## src/pkg/cmp_skip_pkg.sv

```systemverilog
// constants and opcode type for the compare, skip and branch unit
package cmp_skip_pkg;

  // ----------------------------------------------------------------
  // register byte addresses
  // ----------------------------------------------------------------
  localparam logic [7:0] ADDR_OPND_A  = 8'h00;
  localparam logic [7:0] ADDR_OPND_B  = 8'h04;
  localparam logic [7:0] ADDR_IO_VAL  = 8'h08;
  localparam logic [7:0] ADDR_PC      = 8'h0C;
  localparam logic [7:0] ADDR_FLAGS   = 8'h10;
  localparam logic [7:0] ADDR_EXEC    = 8'h14;
  localparam logic [7:0] ADDR_RESULT  = 8'h18;

  // ----------------------------------------------------------------
  // flag bit positions in flags_r
  // ----------------------------------------------------------------
  localparam int FLAG_C = 0;
  localparam int FLAG_Z = 1;
  localparam int FLAG_N = 2;
  localparam int FLAG_V = 3;

  // ----------------------------------------------------------------
  // execute word fields
  // ----------------------------------------------------------------
  localparam int OP_LSB       = 0;
  localparam int OP_W         = 4;
  localparam int SEL_LSB      = 4;
  localparam int SEL_W        = 3;
  localparam int TWO_WORD_BIT = 7;
  localparam int K_LSB        = 8;
  localparam int K_W          = 7;
  localparam int IMM_LSB      = 24;

  // ----------------------------------------------------------------
  // reset values and program counter steps
  // ----------------------------------------------------------------
  localparam logic [7:0] RST_BYTE  = 8'h00;
  localparam int         STEP_SEQ  = 1;
  localparam int         SKIP_ONE  = 2;
  localparam int         SKIP_TWO  = 3;
  localparam int         BR_BIAS   = 1;

  typedef enum logic [3:0] {
    COMPARE_SKIP_EQUAL      = 4'h0,
    COMPARE_REGS            = 4'h1,
    COMPARE_REGS_WITH_CARRY = 4'h2,
    COMPARE_IMMEDIATE       = 4'h3,
    SKIP_REG_BIT_CLEAR      = 4'h4,
    SKIP_REG_BIT_SET        = 4'h5,
    SKIP_IO_BIT_CLEAR       = 4'h6,
    SKIP_IO_BIT_SET         = 4'h7,
    BRANCH_FLAG_SET         = 4'h8,
    BRANCH_FLAG_CLEAR       = 4'h9
  } exec_op_t;

endpackage

```

## src/hw/cmp_skip_branch_exec.sv

```systemverilog
// compare, skip and branch execution unit with a wishbone register port
// Function
// - equal registers skip next instruction, flags kept
// - compare with carry sets Z N V C
// - immediate compare sets Z N V C only
// - register bit clear skips, flags kept
// - register bit set skips, flags kept
// - io bit clear skips, flags kept
// - io bit set skips, flags kept
// - set flag branches by k plus one
// - clear flag branches by k plus one
`timescale 1ns/1ps

module cmp_skip_branch_exec #(
  parameter int PC_W = 16
) (
  input  wire logic              clk_i,
  input  wire logic              rst_i,
  input  wire logic              wb_cyc_i,
  input  wire logic              wb_stb_i,
  input  wire logic              wb_we_i,
  input  wire logic [7:0]        wb_adr_i,
  input  wire logic [3:0]        wb_sel_i,
  input  wire logic [31:0]       wb_dat_i,
  output logic      [31:0]       wb_dat_o,
  output logic                   wb_ack_o,
  output logic      [PC_W-1:0]   pc_o,
  output logic      [7:0]        flags_o,
  output logic                   taken_o
);

  // ----------------------------------------------------------------
  // parameter check
  // ----------------------------------------------------------------
  generate
    if (PC_W < 8 || PC_W > 32) begin : g_bad_pc_w
      $error("PC_W must lie between 8 and 32");
    end
  endgenerate

  // ----------------------------------------------------------------
  // state
  // ----------------------------------------------------------------
  logic [7:0]      opnd_a_r;
  logic [7:0]      opnd_a_nxt;
  logic [7:0]      opnd_b_r;
  logic [7:0]      opnd_b_nxt;
  logic [7:0]      io_val_r;
  logic [7:0]      io_val_nxt;
  logic [PC_W-1:0] pc_r;
  logic [PC_W-1:0] pc_nxt;
  logic [7:0]      flags_r;
  logic [7:0]      flags_nxt;
  logic [31:0]     exec_r;
  logic [31:0]     exec_nxt;
  logic            taken_r;
  logic            taken_nxt;
  logic            ack_r;
  logic            ack_nxt;
  logic [31:0]     rdata_r;
  logic [31:0]     rdata_nxt;

  // ----------------------------------------------------------------
  // bus decode and execute fields
  // ----------------------------------------------------------------
  localparam int SEL_W_C = cmp_skip_pkg::SEL_W;
  localparam int K_W_C   = cmp_skip_pkg::K_W;

  logic                   req;
  logic                   wr_fire;
  logic                   exec_fire;
  logic [7:0]             addr_w;
  cmp_skip_pkg::exec_op_t op;
  logic [SEL_W_C-1:0]     bsel;
  logic                   two_word;
  logic [7:0]             imm;
  logic [PC_W-1:0]        k_sext;

  assign req       = wb_cyc_i & wb_stb_i;
  // writes land only on the edge where the master sees ack
  assign wr_fire   = req & wb_we_i & ack_r;
  assign addr_w    = {wb_adr_i[7:2], 2'b00};
  assign exec_fire = wr_fire & (addr_w == cmp_skip_pkg::ADDR_EXEC)
                     & wb_sel_i[0] & wb_sel_i[1];

  assign op       = cmp_skip_pkg::exec_op_t'(
                      wb_dat_i[cmp_skip_pkg::OP_LSB +: cmp_skip_pkg::OP_W]);
  assign bsel     = wb_dat_i[cmp_skip_pkg::SEL_LSB +: SEL_W_C];
  assign two_word = wb_dat_i[cmp_skip_pkg::TWO_WORD_BIT];
  assign imm      = wb_dat_i[cmp_skip_pkg::IMM_LSB +: 8];
  assign k_sext   = {{(PC_W-K_W_C){wb_dat_i[cmp_skip_pkg::K_LSB+K_W_C-1]}},
                     wb_dat_i[cmp_skip_pkg::K_LSB +: K_W_C]};

  // ----------------------------------------------------------------
  // subtract and flag logic
  // ----------------------------------------------------------------
  logic [7:0] sub_b;
  logic       cin;
  logic [8:0] diff;
  logic [7:0] res;
  logic       v_new;
  logic       z_new;

  always_comb begin
    sub_b = (op == cmp_skip_pkg::COMPARE_IMMEDIATE) ?
            imm : opnd_b_r;
    cin   = (op == cmp_skip_pkg::COMPARE_REGS_WITH_CARRY) ?
            flags_r[cmp_skip_pkg::FLAG_C] : 1'b0;
    diff  = {1'b0, opnd_a_r} - {1'b0, sub_b} - {8'h00, cin};
    res   = diff[7:0];
    v_new = (opnd_a_r[7] & ~sub_b[7] & ~res[7]) |
            (~opnd_a_r[7] & sub_b[7] & res[7]);
    // with carry, zero can only be kept or cleared, so multi-byte compares chain
    z_new = (res == 8'h00) &
            ((op != cmp_skip_pkg::COMPARE_REGS_WITH_CARRY) |
             flags_r[cmp_skip_pkg::FLAG_Z]);
  end

  // ----------------------------------------------------------------
  // program counter candidates
  // ----------------------------------------------------------------
  logic [PC_W-1:0] pc_seq;
  logic [PC_W-1:0] pc_skip;
  logic [PC_W-1:0] pc_br;
  logic            cond;

  always_comb begin
    pc_seq  = pc_r + PC_W'(cmp_skip_pkg::STEP_SEQ);
    pc_skip = pc_r + (two_word ? PC_W'(cmp_skip_pkg::SKIP_TWO)
                               : PC_W'(cmp_skip_pkg::SKIP_ONE));
    pc_br   = pc_r + k_sext + PC_W'(cmp_skip_pkg::BR_BIAS);
    case (op)
      cmp_skip_pkg::COMPARE_SKIP_EQUAL:
        cond = (opnd_a_r == opnd_b_r);
      cmp_skip_pkg::SKIP_REG_BIT_CLEAR: cond = ~opnd_b_r[bsel];
      cmp_skip_pkg::SKIP_REG_BIT_SET:   cond = opnd_b_r[bsel];
      cmp_skip_pkg::SKIP_IO_BIT_CLEAR:  cond = ~io_val_r[bsel];
      cmp_skip_pkg::SKIP_IO_BIT_SET:    cond = io_val_r[bsel];
      cmp_skip_pkg::BRANCH_FLAG_SET:    cond = flags_r[bsel];
      cmp_skip_pkg::BRANCH_FLAG_CLEAR:  cond = ~flags_r[bsel];
      default:               cond = 1'b0;
    endcase
  end

  // ----------------------------------------------------------------
  // next state
  // ----------------------------------------------------------------
  always_comb begin
    opnd_a_nxt = opnd_a_r;
    opnd_b_nxt = opnd_b_r;
    io_val_nxt = io_val_r;
    pc_nxt     = pc_r;
    flags_nxt  = flags_r;
    exec_nxt   = exec_r;
    taken_nxt  = taken_r;
    ack_nxt    = req & ~ack_r;
    rdata_nxt  = 32'h0000_0000;
    case (addr_w)
      cmp_skip_pkg::ADDR_OPND_A: rdata_nxt[7:0] = opnd_a_r;
      cmp_skip_pkg::ADDR_OPND_B: rdata_nxt[7:0] = opnd_b_r;
      cmp_skip_pkg::ADDR_IO_VAL: rdata_nxt[7:0] = io_val_r;
      cmp_skip_pkg::ADDR_PC:     rdata_nxt[PC_W-1:0] = pc_r;
      cmp_skip_pkg::ADDR_FLAGS:  rdata_nxt[7:0] = flags_r;
      cmp_skip_pkg::ADDR_EXEC:   rdata_nxt = exec_r;
      cmp_skip_pkg::ADDR_RESULT: rdata_nxt[0] = taken_r;
      default:                   rdata_nxt = 32'h0000_0000;
    endcase
    if (wr_fire) begin
      case (addr_w)
        cmp_skip_pkg::ADDR_OPND_A: begin
          if (wb_sel_i[0]) opnd_a_nxt = wb_dat_i[7:0];
        end
        cmp_skip_pkg::ADDR_OPND_B: begin
          if (wb_sel_i[0]) opnd_b_nxt = wb_dat_i[7:0];
        end
        cmp_skip_pkg::ADDR_IO_VAL: begin
          if (wb_sel_i[0]) io_val_nxt = wb_dat_i[7:0];
        end
        cmp_skip_pkg::ADDR_PC: begin
          if (wb_sel_i[0] & wb_sel_i[1]) pc_nxt = wb_dat_i[PC_W-1:0];
        end
        cmp_skip_pkg::ADDR_FLAGS: begin
          if (wb_sel_i[0]) flags_nxt = wb_dat_i[7:0];
        end
        default: begin
        end
      endcase
    end
    if (exec_fire) begin
      exec_nxt  = wb_dat_i;
      taken_nxt = cond;
      case (op)
        cmp_skip_pkg::COMPARE_REGS,
        cmp_skip_pkg::COMPARE_REGS_WITH_CARRY,
        cmp_skip_pkg::COMPARE_IMMEDIATE: begin
          flags_nxt[cmp_skip_pkg::FLAG_C] = diff[8];
          flags_nxt[cmp_skip_pkg::FLAG_Z] = z_new;
          flags_nxt[cmp_skip_pkg::FLAG_N] = res[7];
          flags_nxt[cmp_skip_pkg::FLAG_V] = v_new;
          pc_nxt = pc_seq;
        end
        cmp_skip_pkg::COMPARE_SKIP_EQUAL,
        cmp_skip_pkg::SKIP_REG_BIT_CLEAR,
        cmp_skip_pkg::SKIP_REG_BIT_SET,
        cmp_skip_pkg::SKIP_IO_BIT_CLEAR,
        cmp_skip_pkg::SKIP_IO_BIT_SET:
          pc_nxt = cond ? pc_skip : pc_seq;
        cmp_skip_pkg::BRANCH_FLAG_SET,
        cmp_skip_pkg::BRANCH_FLAG_CLEAR:
          pc_nxt = cond ? pc_br : pc_seq;
        default: taken_nxt = 1'b0;
      endcase
    end
  end

  always_ff @(posedge clk_i) begin
    if (rst_i) begin
      opnd_a_r <= cmp_skip_pkg::RST_BYTE;
      opnd_b_r <= cmp_skip_pkg::RST_BYTE;
      io_val_r <= cmp_skip_pkg::RST_BYTE;
      pc_r     <= '0;
      flags_r  <= cmp_skip_pkg::RST_BYTE;
      exec_r   <= 32'h0000_0000;
      taken_r  <= 1'b0;
      ack_r    <= 1'b0;
      rdata_r  <= 32'h0000_0000;
    end else begin
      opnd_a_r <= opnd_a_nxt;
      opnd_b_r <= opnd_b_nxt;
      io_val_r <= io_val_nxt;
      pc_r     <= pc_nxt;
      flags_r  <= flags_nxt;
      exec_r   <= exec_nxt;
      taken_r  <= taken_nxt;
      ack_r    <= ack_nxt;
      rdata_r  <= rdata_nxt;
    end
  end

  assign wb_ack_o = ack_r;
  assign wb_dat_o = rdata_r;
  assign pc_o     = pc_r;
  assign flags_o  = flags_r;
  assign taken_o  = taken_r;
endmodule // cmp_skip_branch_exec

```

## config.mk

```make
export PLATFORM = sky130hd
export DESIGN_NAME = cmp_skip_branch_exec
export DESIGN_NICKNAME = d
export VERILOG_FILES = /design/src/pkg/cmp_skip_pkg.sv /design/src/hw/cmp_skip_branch_exec.sv
export SDC_FILE = /design/constraint.sdc
export NUM_CORES = 1
export LEC_CHECK = 0
export BUFFER_PORTS_ARGS = -buffer_cell sky130_fd_sc_hd__buf_2
export CAP_MARGIN = 20
export CORE_MARGIN = 2
export CORE_UTILIZATION = 45
export DETAILED_ROUTE_END_ITERATION = 16
export PLACE_DENSITY = 0.63
export SLEW_MARGIN = 20
export SYNTH_ARGS = -nofsm -noshare
export SYNTH_HDL_FRONTEND = slang
export SYNTH_SLANG_ARGS = --single-unit
```

## constraint.sdc

```tcl
create_clock -name clk_i -period 13.1 [get_ports clk_i]
set_input_delay 2.62 -clock clk_i [delete_from_list [all_inputs] [get_ports clk_i]]
set_output_delay 2.62 -clock clk_i [all_outputs]
set_load 0.02 [all_outputs]
```

==> results of run 1 <==
==> layout by cell type (no fill, tap or decap), types with 4 or more instances in the layout <==
master,count
xnor2_1,29
a21o_1,5
nand2b_1,4
o22ai_1,4
or2_2,4
inv_1,35
o2111ai_1,4
a22o_1,8
a31oi_1,10
a21oi_1,78
nor2_1,52
buf_4,10
nor2b_1,13
and2_1,20
o21ai_0,22
a222oi_1,7
mux4_2,7
mux2i_1,33
nor3_1,17
clkinvlp_4,4
a22oi_1,7
a311oi_1,6
o21a_1,9
dfxtp_1,114
ha_1,33
xor2_1,16
buf_2,102
nand3_1,48
nand4_1,4
and3_1,13
nor3b_1,5
nand3b_1,4
a221oi_1,4
nand2_1,132
a211oi_1,17
clkbuf_16,17
mux2_2,11
==> cells by family after synthesis <==
group | synth area share [%]
simple gates | 22.0
compound gates | 18.6
flops | 32.4
buf+inv | 5.50
mux | 9.18
xor+xnor | 5.60
fa+ha+maj | 6.72
==> power by group through the flow <==
| stage | clock network (W) | logic (W) | registers, W |
|---|---|---|---|
| after detailed placement | 0 | 0.0000613 | 0.000355 |
| after global routing | 0.000500 | 0.0000677 | 0.000347 |
| after CTS | 0.000483 | 0.0000616 | 0.000347 |
| after floorplan | 0 | 0.0000397 | 0.000355 |
| after global placement | 0 | 0.0000610 | 0.000355 |
| final | 0.000478 | 0.0000621 | 0.000347 |
==> cells in the mapped netlist (13+ instances only) <==
master,n,area share (%)
mux2i_1,33,4.7
nand3_1,48,3.4
a21oi_1,78,5.5
nand2_1,132,7.0
dfxtp_1,114,32
nor2_1,52,2.8
nor3_1,18,1.3
xnor2_1,29,3.6
xor2_1,16,2.0
clkbuf_1,49,2.6
o21ai_0,22,1.6
ha_1,33,5.9
and3_1,13,1.2
a211oi_1,17,1.8
inv_1,35,1.9
and2_1,20,1.8
nor2b_1,13,1.2
==> per-stage QoR <==
step | cell area (sq um) | setup slack (ns) | util (%) | power [W] | std cells
final | 8250 | 7.22 | 54.1 | 0.000887 | 1168
after global routing | 8240 | 6.92 | 54.0 | 0.000914 | 1166
after CTS | 8240 | 7.28 | 54.0 | 0.000892 | 1166
after detailed placement | 7640 | 6.85 | 50.1 | 0.000416 | 1134
after global placement | 7640 | 6.94 | 50.0 | 0.000416 | 1134
after floorplan | 7040 | 7.12 | - | 0.000394 | 871
==> flip-flops by register name (all words and copies together), names as in the netlist <==
name	count
exec_r	32
taken_o	1
flags_o	8
pc_o	16
wb_ack_o	1
opnd_b_r	8
io_val_r	8
opnd_a_r	8
wb_dat_o	32
==> cell type report <==
type	count	area [sq um]	share of cell area [%]
diodes	2	5.00	0.0607
clock buffers	20	447	5.41
clock inverters	12	156	1.90
inverters	35	131	1.59
multi-input cells	662	4380	53.1
flip-flops and latches	114	2280	27.7
well taps	211	264	3.20
repair buffers	112	586	7.10
==> worst register-to-register path, cell delays in order (launching register included) <==
cell,delay (ns)
dfxtp_1,0.37
mux2_2,0.30
fa_1,0.44
inv_1,0.09
ha_1,0.24
nand2_1,0.09
a21boi_0,0.12
o21a_1,0.20
o21a_1,0.16
o21ai_0,0.20
a21boi_0,0.17
or2_2,0.34
a211oi_1,0.19
==> metal layers <==
| layer | track usage [%] | part of all wire [%] | vias up |
|---|---|---|---|
| met5 | 0 | 0 | - |
| met1 | 35.5 | 46 | 3165 |
| met3 | 6.11 | 6.7 | 27 |
| li1 | - | - | 3227 |
| met4 | 9.59 | 1.8 | 0 |
| met2 | 40.6 | 46 | 227 |
==> how the worst min path moves through the flow <==
stage | start | endpoint | slack, ns | cells past startpoint
global route | exec_r[31] | exec_r[31] | 0.46 | 2
global placement | exec_r[22] | wb_dat_o[22] | 0.43 | 1
CTS | exec_r[30] | exec_r[30] | 0.45 | 2
finish | exec_r[18] | wb_dat_o[18] | 0.45 | 1
detailed placement | exec_r[22] | wb_dat_o[22] | 0.44 | 1
floorplan | exec_r[16] | wb_dat_o[16] | 0.43 | 1
==> metrics.cfg, run 1 <==
[critical_path]
required_ns=13.43
reg2reg_depth=12
r2r_end=flags_o[2]
crit_start=wb_dat_i[3]
rrSetupSlack_ns=10.10
arrival_ns=6.21
cpPeakStageDelay_ns=0.44
crit_chain=buf_2 > nor2_1 > and3_1 > mux2_2 > fa_1 > inv_1 > ha_1 > nand2_1 > a21boi_0 > o21a_1 > o21a_1 > o21ai_0 > a21boi_0 > or2_2 > a211oi_1
path_delay_family=simple AND/OR/NAND/NOR gates
path_buf_inv=2
worst-path-stages=15
crit_path_end=flags_o[2]
cpMaxStageDelayCell=and3_1
cp_max_fo=17
worstSetupStartpointType=primary input
crit_type=in2reg
end_kind=register
regToRegStartpoint=opnd_b_r[0]

[synth]
synthArstFlopShare_pct=0
synth_cell_types=60
synth_warnings=0
synth_nets=956
dominantRegCellSynth=dfxtp_1
ys_seq_elements=114
synth_area_per_cell_sq_um=8.08
syn_area_sq_um=7040
synth_edf_count=0
synth_seq_area_share_pct=32.4
synth_cells=871

[floorplanning]
start_util_pct=46.1
coreArea_sq_um=15300
die_w_um=129
dieHeight_um=129
placementRows=45
fp.dieArea_sq_um=16700
io_pins=107

[clocking]
cts_buffers=17
cts_tree=built
cts_resized=0
postCtsHoldBufs=0
post_cts_buffers=0
clock_latency_ns=0.42
path_clk_slew_ns=0.05
cts-root-buf=clkbuf_16
cts_buffer_depth=2
clock_sinks=114
h-tree-depth=4

[final_layout]
drive_gt1_share_pct=18.1
nNetsFinal=1027
synthToLayoutAreaGrowth_pct=17.3
fillers=1481

[timing]
min_period_ns=5.88
relSlewSlack_pct=23.0
finalCritPeriodShare_pct=44.9
rsz0062_at_grt=false
hold_ws_ns=0.447
tightest_slew_ns=1.16
finalHoldViolations=0
setup_tns_ns=0
fin_worst_skew_ns=0.00732
setup_viol=0
max_freq_ghz=0.170
maxSlewViolCount=0

[pwr]
combPwrFrac_pct=7.0
clkPwrFrac_pct=53.9
p_int_w=0.000673
p_switching_w=0.000215
swShare_pct=24.2
p_leak_nw=3.21
sequentialPowerShare_pct=39.1
ir_drop_uv=109
power_density_nw_per_um2=108

[job]
maxCapViolations=0

[placement]
gp_congestion=0.899
io_buffers=102
post-dp-hpwl_um=14700

[grt]
grt.total_usage_pct=26.1
grt_remaining_overflow=0
grt_max_degree=95
grt_pass1_wl_um=33600
first_global_vias=6341
antenna_found_initial=0

[route]
drt-vias-per-instance=5.69
detail-route-antenna-nets=0
first_pass_iters=8
routed_wl_um=21300
wl_per_cell_um=18.2
drc=0
drt_iter0_drc=683
dr_total_vias=6646

[hold_path]
hold_path_class=reg2reg

[status]
status=finished, final reports clean

No activity file was read; power rests on OpenSTA's default activity.
==> run 2, diff against run 1 <==
==> constraint.sdc (replaced) <==
create_clock -name clk_i -period 6 [get_ports clk_i]
set_input_delay 1.2 -clock clk_i [delete_from_list [all_inputs] [get_ports clk_i]]
set_output_delay 1.2 -clock clk_i [all_outputs]
set_load 0.02 [all_outputs]
==> metrics.cfg, run 2 (synthesis gave the netlist of run 1 again) <==
[critical_path]
regToRegStartpoint=flags_o[1]
r2r_end=pc_o[14]
cp_max_fo=17  ; unchanged
end_kind=register
rrSetupSlack_ns=2.76  ; -7.34 ns
crit_type=in2reg
reg2reg_depth=8  ; -4
worstSetupStartpointType=primary input
required_ns=6.34  ; -7.09 ns
arrival_ns=4.68  ; -1.53 ns

[floorplanning]
dieHeight_um=129  ; unchanged
fp.dieArea_sq_um=16700  ; unchanged
die_w_um=129  ; unchanged
start_util_pct=46.1  ; unchanged
placementRows=45  ; unchanged
io_pins=107  ; unchanged
coreArea_sq_um=15300  ; unchanged

[timing]
rsz0062_at_grt=false
max_freq_ghz=0.230
setup_tns_ns=0  ; unchanged
setup_viol=0  ; unchanged
timing.final.ws_setup_ns=1.66  ; -5.56 ns
finalCritPeriodShare_pct=72.3
relSlewSlack_pct=22.0  ; -0.95 points
min_period_ns=4.34
tightest_slew_ns=1.17  ; +0.0143 ns
maxSlewViolCount=0  ; unchanged
finalHoldViolations=0  ; unchanged
fin_worst_skew_ns=0.00655  ; -0.000771 ns

[route]
first_pass_iters=5  ; -3
drc=0  ; unchanged
routed_wl_um=20700  ; -2.7%
drt_iter0_drc=699  ; +2.3%
detail-route-antenna-nets=0  ; unchanged
dr_total_vias=6575  ; -1.1%
drt-vias-per-instance=5.62  ; -1.2%
wl_per_cell_um=17.7  ; -2.8%

[placement]
post-dp-hpwl_um=14700  ; -0.15%
gp_congestion=0.873  ; -3.0%
io_buffers=102  ; unchanged
place_ws_ns=1.25  ; -5.60 ns

[final_layout]
fillers=1461  ; -1.4%
seq_area_sq_um=2280  ; unchanged
layout_commonest_cell=nand2_1
synthToLayoutAreaGrowth_pct=16.7
drive_gt1_share_pct=18.2  ; +0.086 points
fin_util_pct=53.8  ; -0.26 points
multi_input_area_sq_um=4370  ; -0.11%
final_cell_mix=nand2_1 (132), dfxtp_1 (114), buf_2 (102), a21oi_1 (78), nor2_1 (52)
nNetsFinal=1028  ; +0.097%

[grt]
grt_remaining_overflow=0  ; unchanged
grt.total_usage_pct=25.7  ; -0.44 points
antenna_found_initial=1  ; +1
first_global_vias=6118  ; -3.5%
grt_max_degree=51  ; -46%
grt_pass1_wl_um=33100  ; -1.4%

[pwr]
p_leak_nw=3.20  ; -0.49%
ir_drop_uv=191  ; +76%
power_density_nw_per_um2=225  ; +110%

[hold_path]
hold_path_class=reg2reg
hold_end=wb_dat_o[26]
holdPathStages=1  ; unchanged
min_from=exec_r[26]

[clocking]
post_cts_buffers=0  ; unchanged
path_clk_slew_ns=0.06  ; about the same
h-tree-depth=4  ; unchanged
cts_buffer_depth=2  ; unchanged
cts_buffers=17  ; unchanged
cts-root-buf=clkbuf_16
clock_latency_ns=0.42  ; about the same
cts_tree=built
cts_resized=0  ; unchanged
postCtsHoldBufs=0  ; unchanged
clock_sinks=114  ; unchanged

[status]
status=finished, final reports clean

[job]
maxCapViolations=0  ; unchanged

[run 2: cell count changes in the layout (fill, tap and decap cells not counted)]
cell / previous run / this run
buf_4: 10 / 11
bufinv_16: 3 / 1
clkbuf_1: 2 / 1
clkbuf_8: 1 / 0
clkinv_4: 1 / 3
inv_6: 2 / 4
nor3_1: 17 / 18
nor3_2: 1 / 0
[run 2: cell type report]
cell class / count / share of cell area [%]
tap: 211 / 3.22
clock buffer: 18 / 5.23
timing repair buffer: 113 / 7.22
inverter: 35 / 1.60
multi-input combinational: 662 / 53.3
antenna: 2 / 0.0610
sequential: 114 / 27.8
clock inverter: 14 / 1.60
[run 2: worst max path at each step]
stage                     slack (ns)         end  cells after the start        start
after CTS                       1.69  flags_o[2]                     15  wb_dat_i[3]
after global routing            1.37  flags_o[2]                     15  wb_dat_i[3]
after floorplan                 1.44  flags_o[2]                     16  wb_dat_i[1]
after global placement          1.29  flags_o[2]                     15  wb_dat_i[3]
after detailed placement        1.25  flags_o[2]                     15  wb_dat_i[3]
final                           1.66  flags_o[3]                     15  wb_dat_i[3]
[run 2: where the power goes]
part | total [W] | leakage, nW | switching, W | internal [W]
clock | 0.000955 | 0.264 | 0.000383 | 0.000572
sequential | 0.000758 | 0.918 | 0.000000598 | 0.000758
combinational | 0.000135 | 2.01 | 0.0000874 | 0.0000477
total | 0.00185 | 3.20 | 0.000471 | 0.00138
[run 2: per-stage QoR]
stage | total power [W] | std cells | hold slack (ns) | cell area, sq um
CTS | 0.00186 | 1167 | 0.450 | 8200
global route | 0.00191 | 1168 | 0.468 | 8210
global placement | 0.000908 | 1135 | 0.436 | 7640
floorplan | 0.000861 | 871 | 0.430 | 7040
finish | 0.00185 | 1169 | 0.447 | 8210
detailed placement | 0.000908 | 1135 | 0.439 | 7640
[run 2: critical path, cell delays in order]
cell and delay, ns:
buf_2 0.21, nor2_1 0.27, and3_1 0.44, mux2_2 0.40, fa_1 0.42, inv_1 0.07, ha_1 0.23, nand2_1 0.09
a21boi_0 0.12, o21a_1 0.20, o21a_1 0.16, o21ai_0 0.17, a21boi_0 0.16, or2_2 0.34, a211oi_1 0.19
[run 2: metal layers]
metal	vias up	share of wire [%]	wire (um)	GRT usage (%)
met3	35	6.9	1420	5.00
met2	244	45	9270	39.1
met1	3065	47	9640	36.2
met4	0	1.9	392	9.59
li1	3231	-	-	-
met5	-	0	0	0
==> run 3, diff against run 2 <==
==> constraint.sdc (replaced) <==
create_clock -name clk_i -period 4 [get_ports clk_i]
set_input_delay 0.8 -clock clk_i [delete_from_list [all_inputs] [get_ports clk_i]]
set_output_delay 0.8 -clock clk_i [all_outputs]
set_load 0.02 [all_outputs]
==> metrics.cfg, run 3 (synthesis gave the netlist of run 1 again) <==
[pwr]
power_density_nw_per_um2=350  ; +55%
p_leak_nw=3.32  ; +4.0%
ir_drop_uv=294  ; +53%

[placement]
io_buffers=102  ; unchanged
place_ws_ns=0.0346  ; -1.22 ns
gp_congestion=0.878  ; +0.62%
post-dp-hpwl_um=15200  ; +3.5%

[floorplanning]
coreArea_sq_um=15300  ; unchanged
dieHeight_um=129  ; unchanged
start_util_pct=46.1  ; unchanged
io_pins=107  ; unchanged
die_w_um=129  ; unchanged
fp.dieArea_sq_um=16700  ; unchanged
placementRows=45  ; unchanged

[timing]
maxSlewViolCount=0  ; unchanged
tightest_slew_ns=0.865  ; -0.305 ns
timing.final.ws_setup_ns=0.385  ; -1.27 ns
setup_viol=0  ; unchanged
rsz0062_at_grt=false
min_period_ns=3.62
finalHoldViolations=0  ; unchanged
relSlewSlack_pct=42.1  ; +20 points
max_freq_ghz=0.277
finalCritPeriodShare_pct=90.4
setup_tns_ns=0  ; unchanged
fin_worst_skew_ns=0.0106  ; +0.00406 ns

[clocking]
cts_buffer_depth=2  ; unchanged
h-tree-depth=4  ; unchanged
cts_resized=0  ; unchanged
cts_tree=built
path_clk_slew_ns=0.05  ; about the same
cts-root-buf=clkbuf_16
cts_buffers=17  ; unchanged
postCtsHoldBufs=0  ; unchanged
post_cts_buffers=0  ; unchanged
clock_latency_ns=0.42  ; about the same
clock_sinks=114  ; unchanged

[final_layout]
nNetsFinal=1045  ; +1.7%
drive_gt1_share_pct=19.4  ; +1.2 points
antenna_cells=0  ; -2
layout_commonest_cell=nand2_1
final_cell_mix=nand2_1 (132), dfxtp_1 (114), buf_2 (102), a21oi_1 (78), nor2_1 (52)
synthToLayoutAreaGrowth_pct=19.5

[route]
detail-route-antenna-nets=0  ; unchanged
routed_wl_um=21200  ; +2.2%
drc=0  ; unchanged
dr_total_vias=6709  ; +2.0%
drt_iter0_drc=627  ; -10%
drt-vias-per-instance=5.67  ; +0.83%
first_pass_iters=6  ; +1
wl_per_cell_um=17.9  ; +0.96%

[job]
maxCapViolations=0  ; unchanged

[critical_path]
end_kind=register
required_ns=4.32  ; -2.02 ns
cp_max_fo=7  ; -10
crit_type=in2reg
worstSetupStartpointType=primary input
rrSetupSlack_ns=1.01  ; -1.75 ns
arrival_ns=3.94  ; -0.74 ns

[grt]
grt_max_degree=41  ; -20%
grt_remaining_overflow=0  ; unchanged
antenna_found_initial=0  ; -1
grt.total_usage_pct=25.8  ; +0.087 points
first_global_vias=6135  ; +0.28%
grt_pass1_wl_um=33500  ; +1.2%

[status]
status=finished, final reports clean

[hold_path]
hold_path_class=reg2reg

run 3: cell count changes in the layout (fill, tap and decap cells not counted), moves of 2 or more:
cell,previous run,this run
diode_2,2,0
clkinvlp_4,4,2
clkinv_2,2,0
clkbuf_8,0,5
bufinv_16,1,3
buf_4,11,27
inv_6,4,0
run 3: final timing paths:
kind,cells past startpoint,endpoint,startpoint
worst min register to register,2,exec_r[26],exec_r[26]
worst max-delay path,15,flags_o[2],wb_dat_i[2]
worst max register to register,9,pc_o[15],pc_o[4]
worst min-delay path,2,exec_r[26],exec_r[26]
run 3: per-layer routing:
metal	up-vias	routed length, um	global-route usage (%)
met4	0	349	8.12
met5	-	0	0
li1	3271	-	-
met2	223	9520	39.4
met1	3187	10200	37.0
met3	28	1160	4.71
run 3: area by class of cell:
type | count | area [sq um]
multi-input cells | 662 | 4370
repair buffers | 130 | 733
fillers | 1458 | 6850
clock buffers | 24 | 502
inverters | 35 | 131
flip-flops and latches | 114 | 2280
clock inverters | 7 | 123
well taps | 211 | 264
run 3: per-stage QoR:
stage | util [%] | hold slack, ns | cells | area (sq um) | power, W
after detailed placement | 51.0 | 0.439 | 1152 | 7780 | 0.00137
after global placement | 51.0 | 0.435 | 1152 | 7780 | 0.00137
after global routing | 55.1 | 0.460 | 1183 | 8410 | 0.00303
after CTS | 55.1 | 0.449 | 1183 | 8410 | 0.00296
after floorplan | - | 0.430 | 871 | 7040 | 0.00129
final | 55.1 | 0.447 | 1183 | 8410 | 0.00294
run 3: worst max-delay path, stage by stage:
cell and delay, ns:
buf_2 0.10, nor2_1 0.14, and3_1 0.32, buf_4 0.21
mux2_2 0.34, ha_1 0.27, inv_1 0.04, ha_1 0.32
a21boi_0 0.16, o21a_1 0.20, o21a_1 0.16, o21ai_0 0.19
a21boi_0 0.17, or2_2 0.34, a211oi_1 0.19
run 3: power by group:
part           leakage (nW)  switching, W  internal [W]
registers             0.918   0.000000878       0.00114
logic                  2.11      0.000135     0.0000790
clock network         0.299      0.000529       0.00106
total                  3.32      0.000665       0.00228
